$ cat src/verilog/rfp_consts.vh
// Constants for the regulator fault-protection block
`ifndef RFP_CONSTS_VH
`define RFP_CONSTS_VH
`define RFP_CLK_MHZ 200
`define RFP_OC_SAMPLE_NS 15000
`define RFP_OC_SAMPLE_CYC (`RFP_OC_SAMPLE_NS * `RFP_CLK_MHZ / 1000)
`define RFP_OC_TRIP_COUNT 8
`define RFP_SHORT_NS 2000
`define RFP_SHORT_CYC (`RFP_SHORT_NS * `RFP_CLK_MHZ / 1000)
`define RFP_UVOV_NS 1000000
`define RFP_UVOV_CYC (`RFP_UVOV_NS * `RFP_CLK_MHZ / 1000)
`define RFP_SS_DELAY_NS 100000
`define RFP_SS_DELAY_CYC (`RFP_SS_DELAY_NS * `RFP_CLK_MHZ / 1000)
`define RFP_PG_SW_CYCLES 13
`define RFP_ADDR_STATUS 4'h0
`define RFP_ADDR_MASK 4'h1
`define RFP_ADDR_STATE 4'h2
`define RFP_ADDR_CTRL 4'h3
`define RFP_BIT_OC 0
`define RFP_BIT_SHORT 1
`define RFP_BIT_UV 2
`define RFP_BIT_OV 3
`define RFP_BIT_SOV 4
`define RFP_BIT_PG 5
`define RFP_EVT_W 6
`define RFP_MASK_RST 6'h00
`define RFP_CTRL_RST 1'h1
`endif

$ cat src/verilog/rfp_fault_protect.v
// Fault protection, startup sequencing and slew-source selection for a buck controller
// Summary of operation
// RULE1 - Every 15 us the overcurrent comparator is sampled; the counter counts up when over, down when under.
// RULE2 - An overcurrent fault latches when that counter reaches eight.
// RULE3 - A hard short (over 2.5x threshold) latches an overcurrent fault within 2 us, bypassing the counter.
// RULE4 - Output more than 300 mV below the slew node for over 1 ms latches an undervoltage fault.
// RULE5 - Output more than 195 mV above the slew node for over 1 ms latches an overvoltage fault.
// RULE6 - Under/overvoltage compare against the present slew node, ramping or static.
// RULE7 - A latched fault pulls power good low and both gate drives low.
// RULE8 - Latched faults persist until the enable pin falls or the supply reset occurs.
// RULE9 - Output above 1.545 V raises severe overvoltage at once, holding high side and power good low.
// RULE10 - In severe overvoltage the low side is high until output falls below 0.77 V, toggling thereafter.
// RULE11 - Severe overvoltage can assert over other faults and only a supply reset clears it.
// RULE12 - Neither gate drive goes high until the opposite gate has fallen below about 1 V.
// RULE13 - During soft-start only the one-way startup slew source is connected.
// RULE14 - After soft-start the two-way dynamic slew source is connected.
// RULE15 - About 100 us after enable with supply good, the soft-start ramp begins.
// RULE16 - Within ten percent of set-point, 13 switching cycles pass before power good is released.
// RULE17 - The overcurrent counter saturates at zero and clears when the fault latches reset.
`include "rfp_consts.vh"
`timescale 1ns/100ps
`default_nettype none
module rfp_fault_protect #(
   parameter integer OC_SAMPLE_CYC = `RFP_OC_SAMPLE_CYC,
   parameter integer UVOV_CYC = `RFP_UVOV_CYC,
   parameter integer SS_DELAY_CYC = `RFP_SS_DELAY_CYC
) (
   input wire SYS_CLK,
   input wire RST_N,
   input wire REGULATOR_ENABLE_PIN,
   input wire OC_OVER,
   input wire OC_SHORT,
   input wire UV_BELOW_SLEW,
   input wire OV_ABOVE_SLEW,
   input wire SEVERE_OV_HIGH,
   input wire SEVERE_OV_LOW,
   input wire HS_GATE_LOW,
   input wire LS_GATE_LOW,
   input wire OUT_NEAR_SETPOINT,
   input wire SOFT_DONE,
   input wire SW_CYCLE,
   input wire PWM_HS_REQ,
   input wire PWM_LS_REQ,
   input wire [3:0] REG_ADDR,
   input wire [7:0] REG_WDATA,
   input wire REG_WR,
   input wire REG_RD,
   output reg [7:0] REG_RDATA,
   output wire IRQ,
   output reg HIGH_SIDE_DRIVE,
   output reg LOW_SIDE_DRIVE,
   output wire POWER_GOOD_OUTPUT_O,
   output wire POWER_GOOD_OUTPUT_OE,
   output reg STARTUP_SLEW_SEL,
   output reg DYNAMIC_SLEW_CURRENT_SEL,
   output reg SLEW_CHARGE_ENABLE
);
   localparam [4:0] ST_OFF = 5'h01;
   localparam [4:0] ST_DELAY = 5'h02;
   localparam [4:0] ST_SOFT = 5'h04;
   localparam [4:0] ST_PGWAIT = 5'h08;
   localparam [4:0] ST_RUN = 5'h10;
   localparam integer SHORT_CYC = `RFP_SHORT_CYC;
   localparam integer NSYNC = 12;

   // Three-stage synchronisers for every comparator and pin
   // A level counts only once stages two and three agree, so a one-cycle glitch is dropped
   wire [NSYNC-1:0] raw_in;
   reg [NSYNC-1:0] s1_q;
   reg [NSYNC-1:0] s2_q;
   reg [NSYNC-1:0] s3_q;
   reg [NSYNC-1:0] flt_q;
   assign raw_in = {SW_CYCLE, SOFT_DONE, OUT_NEAR_SETPOINT, LS_GATE_LOW, HS_GATE_LOW,
                    SEVERE_OV_LOW, SEVERE_OV_HIGH, OV_ABOVE_SLEW, UV_BELOW_SLEW,
                    OC_SHORT, OC_OVER, REGULATOR_ENABLE_PIN};
   always @(posedge SYS_CLK or negedge RST_N) begin
      if (!RST_N) begin
         s1_q <= {NSYNC{1'b0}};
         s2_q <= {NSYNC{1'b0}};
         s3_q <= {NSYNC{1'b0}};
         flt_q <= {NSYNC{1'b0}};
      end else begin
         s1_q <= raw_in;
         s2_q <= s1_q;
         s3_q <= s2_q;
         flt_q <= (s2_q & s3_q) | (flt_q & (s2_q | s3_q));
      end
   end
   wire en_s = flt_q[0];
   wire oc_s = flt_q[1];
   wire short_s = flt_q[2];
   wire uv_s = flt_q[3];
   wire ov_s = flt_q[4];
   wire sov_hi_s = flt_q[5];
   wire sov_lo_s = flt_q[6];
   wire hs_low_s = flt_q[7];
   wire ls_low_s = flt_q[8];
   wire near_s = flt_q[9];
   wire soft_done_s = flt_q[10];
   wire sw_s = flt_q[11];

   // Enable falling clears the latches; RST_N models the supply reset
   reg en_d1_q;
   wire en_fall = en_d1_q & ~en_s;
   always @(posedge SYS_CLK or negedge RST_N) begin
      if (!RST_N) begin
         en_d1_q <= 1'b0;
      end else begin
         en_d1_q <= en_s;
      end
   end

   // Overcurrent sampling timer and up/down counter
   // The timer runs free, so the sample grid never depends on when the comparator moves
   // The counter freezes once the fault latches; only an enable cycle or the supply reset empties it
   reg [15:0] oc_tmr_q;
   reg [3:0] oc_cnt_q;
   reg oc_flt_q;
   wire oc_tick = (oc_tmr_q == OC_SAMPLE_CYC - 1);
   // Eighth net over-sample: the counter stands one below the trip count at this tick
   wire oc_trip = oc_tick && oc_s && (oc_cnt_q == `RFP_OC_TRIP_COUNT - 1); // RULE2
   always @(posedge SYS_CLK or negedge RST_N) begin
      if (!RST_N) begin
         oc_tmr_q <= 16'h0000;
         oc_cnt_q <= 4'h0;
      end else begin
         oc_tmr_q <= oc_tick ? 16'h0000 : oc_tmr_q + 16'h0001; // RULE1
         if (en_fall || !en_s) begin
            oc_cnt_q <= 4'h0; // RULE17
         end else if (oc_tick && !oc_flt_q) begin
            if (oc_s) begin
               oc_cnt_q <= oc_cnt_q + 4'h1; // RULE1
            end else if (oc_cnt_q != 4'h0) begin
               oc_cnt_q <= oc_cnt_q - 4'h1; // RULE17
            end
         end
      end
   end

   // Persistence timers: a hard short is qualified well under 2 us, UV/OV over 1 ms.
   // The comparators already reference the live slew node, ramping or not.
   // Timers hold at their limit, so a long fault cannot wrap and re-arm
   reg [7:0] sh_tmr_q;
   reg [20:0] uv_tmr_q;
   reg [20:0] ov_tmr_q;
   reg uv_flt_q;
   reg ov_flt_q;
   wire short_hit = short_s && (sh_tmr_q == SHORT_CYC / 4);
   wire uv_hit = uv_s && (uv_tmr_q == UVOV_CYC); // RULE6
   wire ov_hit = ov_s && (ov_tmr_q == UVOV_CYC); // RULE6
   always @(posedge SYS_CLK or negedge RST_N) begin
      if (!RST_N) begin
         sh_tmr_q <= 8'h00;
         uv_tmr_q <= 21'h000000;
         ov_tmr_q <= 21'h000000;
      end else begin
         sh_tmr_q <= short_s ? (short_hit ? sh_tmr_q : sh_tmr_q + 8'h01) : 8'h00; // RULE3
         uv_tmr_q <= uv_s ? (uv_hit ? uv_tmr_q : uv_tmr_q + 21'h000001) : 21'h000000; // RULE4
         ov_tmr_q <= ov_s ? (ov_hit ? ov_tmr_q : ov_tmr_q + 21'h000001) : 21'h000000; // RULE5
      end
   end

   // Fault latches; enable low or the supply reset releases OC/UV/OV, only the supply reset releases sov_q
   reg sov_q;
   reg sov_ls_q;
   wire any_flt = oc_flt_q | uv_flt_q | ov_flt_q;
   always @(posedge SYS_CLK or negedge RST_N) begin
      if (!RST_N) begin
         oc_flt_q <= 1'b0;
         uv_flt_q <= 1'b0;
         ov_flt_q <= 1'b0;
         sov_q <= 1'b0;
         sov_ls_q <= 1'b0;
      end else begin
         if (!en_s) begin
            oc_flt_q <= 1'b0; // RULE8
            uv_flt_q <= 1'b0;
            ov_flt_q <= 1'b0;
         end else begin
            if (oc_trip || short_hit) begin
               oc_flt_q <= 1'b1; // RULE2 RULE3
            end
            if (uv_hit) begin
               uv_flt_q <= 1'b1; // RULE4
            end
            if (ov_hit) begin
               ov_flt_q <= 1'b1; // RULE5
            end
         end
         // Severe overvoltage ignores enable and other faults
         if (sov_hi_s) begin
            sov_q <= 1'b1; // RULE9 RULE11
         end
         if (sov_hi_s) begin
            sov_ls_q <= 1'b1; // RULE10
         end else if (sov_lo_s) begin
            sov_ls_q <= 1'b0; // RULE10
         end
      end
   end

   // Startup sequencer
   // Enable low or any fault drops the sequencer straight to off from any state
   reg [4:0] st_q;
   reg [4:0] st_d;
   reg [15:0] dly_q;
   reg [3:0] pg_cnt_q;
   reg sw_d1_q;
   wire sw_edge = sw_s & ~sw_d1_q;
   always @* begin
      st_d = st_q;
      case (st_q)
         ST_OFF: if (en_s && !any_flt && !sov_q) st_d = ST_DELAY;
         ST_DELAY: if (dly_q == SS_DELAY_CYC - 1) st_d = ST_SOFT; // RULE15
         ST_SOFT: if (near_s) st_d = ST_PGWAIT;
         ST_PGWAIT: if (sw_edge && pg_cnt_q == `RFP_PG_SW_CYCLES - 1) st_d = ST_RUN; // RULE16
         ST_RUN: st_d = ST_RUN;
         default: st_d = ST_OFF;
      endcase
      if (!en_s || any_flt || sov_q) begin
         st_d = ST_OFF;
      end
   end
   always @(posedge SYS_CLK or negedge RST_N) begin
      if (!RST_N) begin
         st_q <= ST_OFF;
         dly_q <= 16'h0000;
         pg_cnt_q <= 4'h0;
         sw_d1_q <= 1'b0;
      end else begin
         st_q <= st_d;
         sw_d1_q <= sw_s;
         dly_q <= (st_q == ST_DELAY) ? dly_q + 16'h0001 : 16'h0000;
         if (st_q != ST_PGWAIT) begin
            pg_cnt_q <= 4'h0;
         end else if (sw_edge) begin
            pg_cnt_q <= pg_cnt_q + 4'h1; // RULE16
         end
      end
   end

   // Slew source selection; the dynamic source stays on only once soft-start is complete
   wire running = (st_q == ST_SOFT) | (st_q == ST_PGWAIT) | (st_q == ST_RUN);
   wire soft_phase = running & ~soft_done_s;
   always @(posedge SYS_CLK or negedge RST_N) begin
      if (!RST_N) begin
         STARTUP_SLEW_SEL <= 1'b0;
         DYNAMIC_SLEW_CURRENT_SEL <= 1'b0;
         SLEW_CHARGE_ENABLE <= 1'b0;
      end else begin
         STARTUP_SLEW_SEL <= soft_phase; // RULE13
         DYNAMIC_SLEW_CURRENT_SEL <= running & soft_done_s; // RULE14
         SLEW_CHARGE_ENABLE <= running;
      end
   end

   // Gate drives with interlock; a fault or severe OV overrides the modulator
   // The gate-low inputs pass the synchronisers, adding dead time beyond the stage's own
   // Both requests at once are refused, so neither side is ever chosen by priority
   always @(posedge SYS_CLK or negedge RST_N) begin
      if (!RST_N) begin
         HIGH_SIDE_DRIVE <= 1'b0;
         LOW_SIDE_DRIVE <= 1'b0;
      end else begin
         if (sov_q) begin
            HIGH_SIDE_DRIVE <= 1'b0; // RULE9
            LOW_SIDE_DRIVE <= sov_ls_q & hs_low_s; // RULE10 RULE12
         end else if (any_flt || !running) begin
            HIGH_SIDE_DRIVE <= 1'b0; // RULE7
            LOW_SIDE_DRIVE <= 1'b0; // RULE7
         end else begin
            HIGH_SIDE_DRIVE <= PWM_HS_REQ & ~PWM_LS_REQ & ls_low_s & ~LOW_SIDE_DRIVE; // RULE12
            LOW_SIDE_DRIVE <= PWM_LS_REQ & ~PWM_HS_REQ & hs_low_s & ~HIGH_SIDE_DRIVE; // RULE12
         end
      end
   end

   // Open-drain power good: driven low unless released after startup
   reg pg_rel_q;
   wire pg_rel_d = (st_q == ST_RUN) & ~any_flt & ~sov_q; // RULE7 RULE9 RULE16
   always @(posedge SYS_CLK or negedge RST_N) begin
      if (!RST_N) begin
         pg_rel_q <= 1'b0;
      end else begin
         pg_rel_q <= pg_rel_d;
      end
   end
   assign POWER_GOOD_OUTPUT_O = 1'b0;
   assign POWER_GOOD_OUTPUT_OE = ~pg_rel_q;

   // Sticky event status, set wins over write-one-to-clear
   // Power good release and the counter trip are one-cycle events, not levels
   wire [`RFP_EVT_W-1:0] evt = {pg_rel_d & ~pg_rel_q, sov_hi_s & ~sov_q, ov_hit, uv_hit,
                                short_hit, oc_trip};
   reg [`RFP_EVT_W-1:0] sts_q;
   reg [`RFP_EVT_W-1:0] msk_q;
   reg ctrl_q;
   // Write decode shared by every writable register; unmapped writes fall through
   function wr_hit;
      input wr;
      input [3:0] addr;
      input [3:0] target;
      begin
         wr_hit = wr && (addr == target);
      end
   endfunction
   wire wr_sts = wr_hit(REG_WR, REG_ADDR, `RFP_ADDR_STATUS);
   wire wr_msk = wr_hit(REG_WR, REG_ADDR, `RFP_ADDR_MASK);
   wire wr_ctl = wr_hit(REG_WR, REG_ADDR, `RFP_ADDR_CTRL);
   always @(posedge SYS_CLK or negedge RST_N) begin
      if (!RST_N) begin
         sts_q <= {`RFP_EVT_W{1'b0}};
         msk_q <= `RFP_MASK_RST;
         ctrl_q <= `RFP_CTRL_RST;
         REG_RDATA <= 8'h00;
      end else begin
         sts_q <= (sts_q & ~(wr_sts ? REG_WDATA[`RFP_EVT_W-1:0] : {`RFP_EVT_W{1'b0}})) | evt;
         if (wr_msk) begin
            msk_q <= REG_WDATA[`RFP_EVT_W-1:0];
         end
         if (wr_ctl) begin
            ctrl_q <= REG_WDATA[0];
         end
         // Read data stand for one cycle only; idle cycles and unmapped reads give zero
         REG_RDATA <= 8'h00;
         if (REG_RD) begin
            case (REG_ADDR)
               `RFP_ADDR_STATUS: REG_RDATA <= {2'h0, sts_q};
               `RFP_ADDR_MASK: REG_RDATA <= {2'h0, msk_q};
               `RFP_ADDR_STATE: REG_RDATA <= {oc_cnt_q[2:0], sov_q, ov_flt_q, uv_flt_q,
                                              oc_flt_q, pg_rel_q};
               `RFP_ADDR_CTRL: REG_RDATA <= {7'h00, ctrl_q};
               default: REG_RDATA <= 8'h00;
            endcase
         end
      end
   end

   // Control bit 0 gates the interrupt line globally
   assign IRQ = ctrl_q & |(sts_q & msk_q);
endmodule
`default_nettype wire
$ cat config.mk
export PLATFORM = sky130hd
export DESIGN_NAME = rfp_fault_protect
export DESIGN_NICKNAME = d
export VERILOG_FILES = /design/src/verilog/rfp_fault_protect.v
export VERILOG_INCLUDE_DIRS = /design/src /design/src/verilog
export SDC_FILE = /design/constraint.sdc
export NUM_CORES = 1
export LEC_CHECK = 0
export ABC_AREA = 1
export ABC_CLOCK_PERIOD_IN_PS = 1900
export BUFFER_PORTS_ARGS = -buffer_cell sky130_fd_sc_hd__buf_2
export CELL_PAD_IN_SITES_DETAIL_PLACEMENT = 2
export CELL_PAD_IN_SITES_GLOBAL_PLACEMENT = 2
export CORE_ASPECT_RATIO = 0.5
export CORE_MARGIN = 8
export CORE_UTILIZATION = 38
export CTS_CLUSTER_SIZE = 8
export DETAILED_ROUTE_END_ITERATION = 8
export PLACE_DENSITY_LB_ADDON = 0.1
export SLEW_MARGIN = 20
export SYNTH_ARGS = -nofsm -noshare
export SYNTH_HDL_FRONTEND = slang
export SYNTH_SLANG_ARGS = --single-unit
$ cat constraint.sdc
create_clock -name SYS_CLK -period 1.9 [get_ports SYS_CLK]
set_input_delay 0.38 -clock SYS_CLK [delete_from_list [all_inputs] [get_ports SYS_CLK]]
set_output_delay 0.38 -clock SYS_CLK [all_outputs]
set_load 0.02 [all_outputs]
==> metrics.txt, run 1 <==
Crit. End Element primary output; WP data required around 1500 ps; Peak Freq 538 MHz; WHS 39.2 ps; Commonest cells post-synth dfrtp_1 (174), nand2_1 (158), inv_1 (132); pwr dens 911 nW/um^2; largest net degree at the start of global routing 50; GRT overflow 0; fin. max-slew vios 0; CTS HTree Levels 4; yosys warns 0; CTS tree yes; fin area around 9400 um^2; synthesized area per cell just under 9 um^2; Flop pwr share around 48%; cell taking the most area after synthesis dfrtp_1; async set or reset register ratio after synthesis 100%; antenna violations before repair 0; clock network fraction of design power between 40% and 50%; die extent in y 119 um; # fillers 2,246; final core utilization ~45%; Peak VDD IR 357 uV; initial DRC count about 270; Mapped Cells 921; via count about 6,500; number of port buffers 42; worst path arrival time roughly 1500 ps; Rel. slew slack about 60%; CP max stage cell dfrtp_1; Final Hold Viols 0; max incr delay on CP approximately 380 ps; Slew @ Worst Pin around 580 ps; worst-skew pair later-pin latency 440 ps; crit path cell chain a22o_1, o31a_1, buf_2; status finished, final reports clean; die footprint roughly 26,000 um^2; wire per inst ~18 um; startpoint type of the worst setup path flop; cts bufs inserted 17; WP buf/inv 1; top-count cell post-synth dfrtp_1; Static Leak 4.43 nW; final worst path period share 97.9%; share of layout cells above drive strength 1 13.2%; crit-path leading delay family compound AO/OA/AOI/OAI gates; Synth-to-Final Area Change 16.2%; post-synth cell types 41; DPL Wire Length around 16,000 um; minimum clock period around 1900 ps; RD Place Congestion slightly below 0.8; residual DRC count 0; Antenna Violating Nets Remaining 0; Worst Skew between 7 and 8 ps; Core ar. slightly above 20,000 um^2; first-pass GRT wire length 38,600 um; mapped cell area approximately 8100 um^2; Reg clk slew, reported paths approximately 70 ps; number of synthesized register bits ~180; GRT Overall Usage between 10% and 20%; Sw Share 25.0%; combinational power share roughly 6.8%; antenna diode count 0; Final #Nets 1,030; Clock Path Buffers 2; Main synth FF type dfrtp_1; Cell Area, Placed between 8000 and 9000 um^2; drt via density 5.10; internal cell power 6.40 mW; Max-Cap Viols 0; EDFF count, synth 0; Hold/Removal Path Class input pin to flop; net switching power 2.13 mW; Pre-antenna DRT Iters 4; CTS root buf clkbuf_16; sequential cell area fraction in the yosys report between 50 and 60%; Syn Nets 964; Crit Path Class flop to primary output; unrepaired setup endpoints after global routing yes; row cnt 37; vias in the first global route about 7,500; CTS sink count between 150 and 200; top cell type's share of synthesized area 54.1%; endpoints failing setup 0; Die X 222 um; WL final 22,500 um; initial core utilization a little under 40%; synth top area cells dfrtp_1 (54%), nand2_1 (7.4%), inv_1 (6.2%); Power Total ~8.5 mW; reg2reg setup slack approximately 250 ps; top-level port count 46; CP max FO 2
-- kinds of logic after synthesis --
logic type | after synthesis | share of synthesized area, %
AO/OA/AOI/OAI | 115 | 7.67
other | 1 | 0.0466
buffers and inverters | 147 | 6.99
XOR/XNOR | 15 | 1.63
adder cells (fa/ha/maj) | 25 | 3.60
flip-flops | 176 | 54.7
AND/OR/NAND/NOR | 442 | 25.3
-- cells in the final DEF (no fill, tap or decap), types with 4 or more instances in the layout --
cell	Yosys	routed
a31oi_1	4	4
xor2_1	12	12
maj3_1	12	12
inv_2	5	5
bufinv_16	0	4
inv_1	132	132
dfrtp_1	174	174
buf_4	1	11
nand4_1	24	24
clkbuf_16	0	17
ha_1	12	12
o211ai_1	5	5
nor3_1	29	29
o21ai_1	6	6
buf_2	6	41
nand2_2	7	8
nand3_1	70	70
nand3_2	5	5
nor2_4	7	7
a21oi_1	38	38
nor2_2	9	10
nand2_1	158	157
o21ai_0	53	53
nor2_1	119	118
inv_6	0	6
-- sequential cells by signal, indices dropped and copies added, names as in the netlist, 6 cells and up --
register	count
sts_q	6
msk_q	6
s3_q	12
dly_q	16
REG_RDATA	8
sh_tmr_q	8
uv_tmr_q	21
ov_tmr_q	21
oc_tmr_q	16
s1_q	12
s2_q	12
flt_q	12
-- worst paths after layout --
path | startpoint | endpoint | cells past startpoint
max | msk_q[3] | IRQ | 3
min | UV_BELOW_SLEW | s1_q[3] | 1
max reg2reg | oc_tmr_q[0] | oc_cnt_q[2] | 10
min reg2reg | s1_q[2] | s2_q[2] | 0
max in group asynchronous | RST_N | dly_q[5] | 3
min in group asynchronous | RST_N | pg_cnt_q[2] | 2
-- metrics by stage --
| stage | setup TNS, ps | setup slack, ps | std cells |
|---|---|---|---|
| global placement | 0 | 317 | 1233 |
| detailed placement | 0 | 192 | 1233 |
| floorplan | 0 | 527 | 921 |
| CTS | 0 | 2.63 | 1268 |
| global route | -12.2 | -12.2 | 1273 |
| finish | 0 | 40.7 | 1273 |
-- cell type report --
type,count,area (um^2),area share (%)
Tap cell,273,342,3.65
Inverter,137,514,5.49
Clock inverter,14,200,2.14
Clock buffer,18,439,4.69
Multi-Input combinational cell,598,3090,33.0
Sequential cell,176,4410,47.1
Timing Repair Buffer,57,369,3.94
-- routing by layer --
metal / global-route usage (%) / vias up / share of wire [%]
li1: - / 3106 / -
met1: 21.2 / 3289 / 45
met2: 32.5 / 57 / 51
met3: 3.70 / 37 / 2.0
met4: 6.59 / 0 / 2.1
met5: 0 / - / 0
-- power groups by stage --
stage,combinational (mW),clock (mW),sequential [mW]
after floorplan,0.295,0,4.07
after global placement,0.481,0,4.12
after detailed placement,0.518,0,4.13
after CTS,0.557,4.00,4.06
after global routing,0.664,4.12,4.08
final,0.581,3.88,4.06
-- repair_timing --
item | 4_1_cts | 5_1_grt
endpoints found under the setup margin | 1 | 3
resized for setup | 0 | 2
hold buffers | 1 | 0
buffers inserted | 2 | 5
endpoints found under the hold margin | 35 | 0
Power figures use the tool's default switching activity.
==> run 2: changes to the inputs <==
- ABC_CLOCK_PERIOD_IN_PS: 1900 -> 2100
- PLACE_DENSITY_LB_ADDON: 0.1 -> 0.12
- clock period: 1.9 -> 2.1 ns (I/O delays scaled with it)
==> run 2 against run 1 <==
Worst setup slack improved by 130 ps. Cell count decreased by 0.47%. Critical endpoint unchanged. Highest routed layer unchanged. Power decreased by 10%. Non-clock buffer count decreased by 6. Combinational power decreased by 21%. Clock skew increased by 2.1 ps. Largest cell class unchanged.
==> metrics.txt, run 2 (synthesis gave the netlist of run 1 again) <==
Peak VDD IR 421 uV (was 357 uV); minimum clock period a little under 2000 ps; clock network fraction of design power 45.9% (was 45.5%); internal cell power 5.80 mW (was 6.40 mW); die footprint 26,400 um^2 (unchanged); post-CTS sizing 0 (unchanged); CTS sink count 176 (unchanged); max incr delay on CP 410 ps (was 380 ps); Clock Path Buffers 2 (unchanged); Static Leak 4.39 nW (was 4.43 nW); Sequential Area 4410 um^2 (unchanged); combinational power share 6.0% (was 6.8%); WP data required 1680 ps (was 1520 ps); top-level port count 46 (unchanged); CP max FO 3 (was 2); worst path arrival time 1510 ps (was 1480 ps); via count 6,410 (was 6,489); multi-input logic area 3090 um^2 (about the same); GRT overflow 0 (unchanged); row cnt 37 (unchanged); largest net degree at the start of global routing 56 (was 50); Worst Skew 9.93 ps (was 7.88 ps); GRT Overall Usage 17.9% (was 18.0%); RD Place Congestion 0.765 (was 0.793); initial DRC count 346 (was 269); Slew @ Worst Pin 508 ps (was 581 ps); initial core utilization 38.9% (unchanged); most frequent cells in the layout dfrtp_1 (174), nand2_1 (158), inv_1 (132) (was dfrtp_1 (174), nand2_1 (157), inv_1 (132)); WP buf/inv 1 (unchanged); DP Worst Slack 398 ps (was 192 ps); Core ar. 20,700 um^2 (unchanged); endpoints failing setup 0 (unchanged); fin area 9320 um^2 (was 9360 um^2); crit-path leading delay family compound AO/OA/AOI/OAI gates (unchanged); fin. max-slew vios 0 (unchanged); Synth-to-Final Area Change 15.8% (was 16.2%); final worst setup slack 173 ps (was 40.7 ps); Sw Share 24.0% (was 25.0%); antenna diode count 0 (unchanged); Final #Nets 1,024 (was 1,030); Antenna Violating Nets Remaining 0 (unchanged); Max-Cap Viols 0 (unchanged); number of port buffers 42 (unchanged); DPL Wire Length 16,000 um (was 15,800 um); Flop pwr share 48.1% (was 47.6%); Reg clk slew, reported paths 70 ps (about the same); post-CTS setup buffers 0 (was 2); WL final 21,900 um (was 22,500 um); antenna violations before repair 0 (unchanged); CTS root buf clkbuf_16 (unchanged); startpoint type of the worst setup path flop (unchanged); cts bufs inserted 17 (unchanged); Cell Area, Placed 8660 um^2 (was 8650 um^2); crit path cell chain a22o_1, o31a_1, buf_2 (unchanged); setup tns final 0 ps (unchanged); pwr dens 819 nW/um^2 (was 911 nW/um^2); Final Hold Viols 0 (unchanged); Pre-antenna DRT Iters 4 (unchanged); share of layout cells above drive strength 1 12.5% (was 13.2%); WHS 73.6 ps (was 39.2 ps); largest registers ov_tmr_q x21, uv_tmr_q x21 (unchanged); drt via density 5.06 (was 5.10); first-pass GRT wire length 38,600 um (about the same); commonest non-fill, non-tap cell in the layout dfrtp_1 (unchanged); Die X 222 um (unchanged); wire per inst 17.3 um (was 17.7 um); CTS tree yes (unchanged); Crit. End Element primary output (unchanged); # fillers 2,273 (was 2,246); worst-skew pair later-pin latency 450 ps (was 440 ps); net switching power 1.84 mW (was 2.13 mW); CP max stage cell dfrtp_1 (unchanged); die extent in y 119 um (unchanged); final worst path period share between 90% and 100%; Crit Path Class flop to primary output (unchanged); unrepaired setup endpoints after global routing no (was yes); status finished, final reports clean (unchanged); Power Total 7.64 mW (was 8.53 mW); Peak Freq a little over 500 MHz; vias in the first global route 7,477 (was 7,474); residual DRC count 0 (unchanged); CTS HTree Levels 4 (unchanged); Hold/Removal Path Class input pin to flop (unchanged); Rel. slew slack 66.1% (was 61.2%); cts hold-fix bufs 1 (unchanged)
run 2: power by group through the flow:
stage / registers [mW] / clock network (mW) / logic (mW)
final: 3.67 / 3.51 / 0.458
after global routing: 3.70 / 3.73 / 0.526
after CTS: 3.67 / 3.60 / 0.476
after detailed placement: 3.74 / 0 / 0.467
after global placement: 3.73 / 0 / 0.435
after floorplan: 3.68 / 0 / 0.267
run 2: stage by stage:
| stage | instances | util (%) |
|---|---|---|
| final | 1267 | 45.1 |
| after global routing | 1267 | 45.1 |
| after CTS | 1267 | 45.1 |
| after detailed placement | 1234 | 41.9 |
| after global placement | 1234 | 41.9 |
| after floorplan | 921 | - |
run 2: area by class of cell:
cell class / count / area share (%)
clock buffers: 20 / 5.01
clock inverters: 12 / 1.96
flip-flops and latches: 176 / 47.3
multi-input cells: 598 / 33.1
well taps: 273 / 3.66
inverters: 137 / 5.52
repair buffers: 51 / 3.50
run 2: final timing paths:
path	to	slack (ps)	startpoint	depth (start not counted)
max in group asynchronous	ctrl_q	910	RST_N	3
setup / recovery	IRQ	170	msk_q[3]	3
min in group asynchronous	dly_q[5]	530	RST_N	2
hold reg to reg	s2_q[8]	350	s1_q[8]	0
hold / removal	s1_q[2]	70	OC_SHORT	1
setup reg to reg	oc_tmr_q[12]	400	oc_tmr_q[0]	9
run 2: metal layers:
| layer | routed length, um | vias to the layer above | track usage, % |
|---|---|---|---|
| met5 | 0 | - | 0 |
| met4 | 317 | 0 | 5.32 |
| met3 | 453 | 25 | 3.75 |
| met2 | 11300 | 43 | 32.3 |
| met1 | 9910 | 3250 | 21.4 |
| li1 | - | 3092 | - |
==> run 3: changes to the inputs <==
- MAX_ROUTING_LAYER: unset -> met4
- SKIP_CTS_REPAIR_TIMING: unset -> 1
==> run 3 against run 2 <==
Worst setup slack improved by 0.75 ps. Cell count unchanged. Sequential power about the same. Global-route usage increased by 0.54 points. Hold slack about the same. Cell area unchanged. Routed wire length about the same. Core utilization unchanged. Highest routed layer unchanged.
==> metrics.txt, run 3 (synthesis gave the netlist of run 1 again) <==
commonest non-fill, non-tap cell in the layout dfrtp_1 (unchanged); initial core utilization 38.9% (unchanged); Critical R2R Launch oc_tmr_q[0] (unchanged); status finished, final reports clean (unchanged); FF-to-FF End oc_tmr_q[12] (unchanged); Peak VDD IR 420 uV (was 421 uV); internal cell power 5.80 mW (about the same); CTS tree yes (unchanged); Hold/Removal Path Class input pin to flop (unchanged); GRT Overall Usage 18.4% (was 17.9%); first-pass GRT wire length 38,600 um (about the same); GRT overflow 0 (unchanged); CP max stage cell dfrtp_1 (unchanged); WP data required 1680 ps (about the same); Static Leak 4.39 nW (unchanged); largest net degree at the start of global routing 56 (unchanged); wire per inst 17.3 um (about the same); share of layout cells above drive strength 1 12.5% (unchanged); Clock Path Buffers 2 (unchanged); worst path arrival time 1510 ps (about the same); top-level port count 46 (unchanged); WHS 73.9 ps (was 73.6 ps); Power Total 7.64 mW (about the same); max incr delay on CP 410 ps (about the same); hold path depth 1 (unchanged); Core ar. 20,700 um^2 (unchanged); unrepaired setup endpoints after global routing no (unchanged); largest registers ov_tmr_q x21, uv_tmr_q x21 (unchanged); Finished Layout Cells 1,267 (unchanged); initial DRC count 324 (was 346); Reg clk slew, reported paths 70 ps (about the same); number of port buffers 42 (unchanged); R2R depth 9 (unchanged); minimum clock period 1930 ps (about the same); Slew @ Worst Pin 507 ps (was 508 ps); CTS sink count 176 (unchanged); CTS HTree Levels 4 (unchanged); combinational power share 6.0% (about the same); hold path startpoint OC_SHORT (unchanged); Crit. End Element primary output (unchanged); Worst Skew 8.45 ps (was 9.93 ps); net switching power 1.84 mW (about the same); placed cell count 1,234 (unchanged); vias in the first global route 7,472 (was 7,477); Max-Cap Viols 0 (unchanged); fin. max-slew vios 0 (unchanged); final worst path period share 91.7% (was 91.8%); drt via density 5.05 (was 5.06); DPL Wire Length 16,000 um (unchanged); Crit Path Class flop to primary output (unchanged); antenna diode count 0 (unchanged); Final #Nets 1,024 (unchanged); reg2reg setup slack 400 ps (about the same); CTS root buf clkbuf_16 (unchanged); # fillers 2,273 (unchanged); Worst Hold End s1_q[2] (unchanged); CP max FO 3 (unchanged); Rel. slew slack 66.2% (was 66.1%); RD Place Congestion 0.776 (was 0.765); antenna violations before repair 0 (unchanged); endpoints failing setup 0 (unchanged); Final Hold Viols 0 (unchanged); Die X 222 um (unchanged); crit path cell chain a22o_1, o31a_1, buf_2 (unchanged); via count 6,400 (was 6,410); Peak Freq 519 MHz (about the same); Flop pwr share 48.1% (about the same); die footprint 26,400 um^2 (unchanged); Sw Share 24.1% (was 24.0%); clock network fraction of design power 46.0% (was 45.9%); row cnt 37 (unchanged); pwr dens 820 nW/um^2 (was 819 nW/um^2); cts bufs inserted 17 (unchanged); Pre-antenna DRT Iters 4 (unchanged); Synth-to-Final Area Change 15.8% (unchanged); crit path from msk_q[3] (unchanged); worst-skew pair later-pin latency 450 ps (about the same); WL final 22,000 um (was 21,900 um); startpoint type of the worst setup path flop (unchanged); Antenna Violating Nets Remaining 0 (unchanged); die extent in y 119 um (unchanged); setup tns final 0 ps (unchanged); residual DRC count 0 (unchanged); most frequent cells in the layout dfrtp_1 (174), nand2_1 (158), inv_1 (132) (unchanged)
-- run 3: cell counts in the layout (fill, tap and decap cells not counted) --
No cell type changed its count.
-- run 3: cell type report --
type | count | area (um^2) | area share [%]
clock inverter | 12 | 183 | 1.96
tap | 273 | 342 | 3.66
timing repair buffer | 51 | 327 | 3.50
inverter | 137 | 514 | 5.52
sequential | 176 | 4410 | 47.3
clock buffer | 20 | 467 | 5.01
multi-input combinational | 598 | 3090 | 33.1
-- run 3: stage by stage --
step                      util (%)  setup WS [ps]  cell area [um^2]
after global placement        41.9            504              8660
final                         45.1            173              9320
after CTS                     45.0            138              9310
after global routing          45.1            119              9320
after floorplan                  -            727              8060
after detailed placement      41.9            398              8660
-- run 3: power by group through the flow --
stage | Sequential (mW) | Clock, mW | Combinational [mW]
6_report | 3.67 | 3.51 | 0.458
5_1_grt | 3.70 | 3.74 | 0.526
4_1_cts | 3.67 | 3.60 | 0.475
3_5_place_dp | 3.74 | 0 | 0.467
3_3_place_gp | 3.73 | 0 | 0.435
2_1_floorplan | 3.68 | 0 | 0.267
-- run 3: worst max path at each step --
stage | endpoint | slack (ps) | cells past startpoint
finish | IRQ | 170 | 3
global route | IRQ | 120 | 3
CTS | IRQ | 140 | 3
detailed placement | sts_q[2] | 400 | 7
global placement | sts_q[4] | 500 | 7
floorplan | oc_cnt_q[3] | 730 | 7
-- run 3: metal layers --
metal	vias up	track usage [%]	share of wire (%)
met3	24	4.19	2.2
met1	3242	21.5	45
met2	43	32.3	51
met4	0	4.57	1.2
met5	-	-	0
li1	3091	-	-
-- run 3: critical path, delay by kind of cell, from the launching register on --
family | cells | cell delay, ps
compound gates | 2 | 500
buf+inv | 1 | 160
flops | 1 | 410
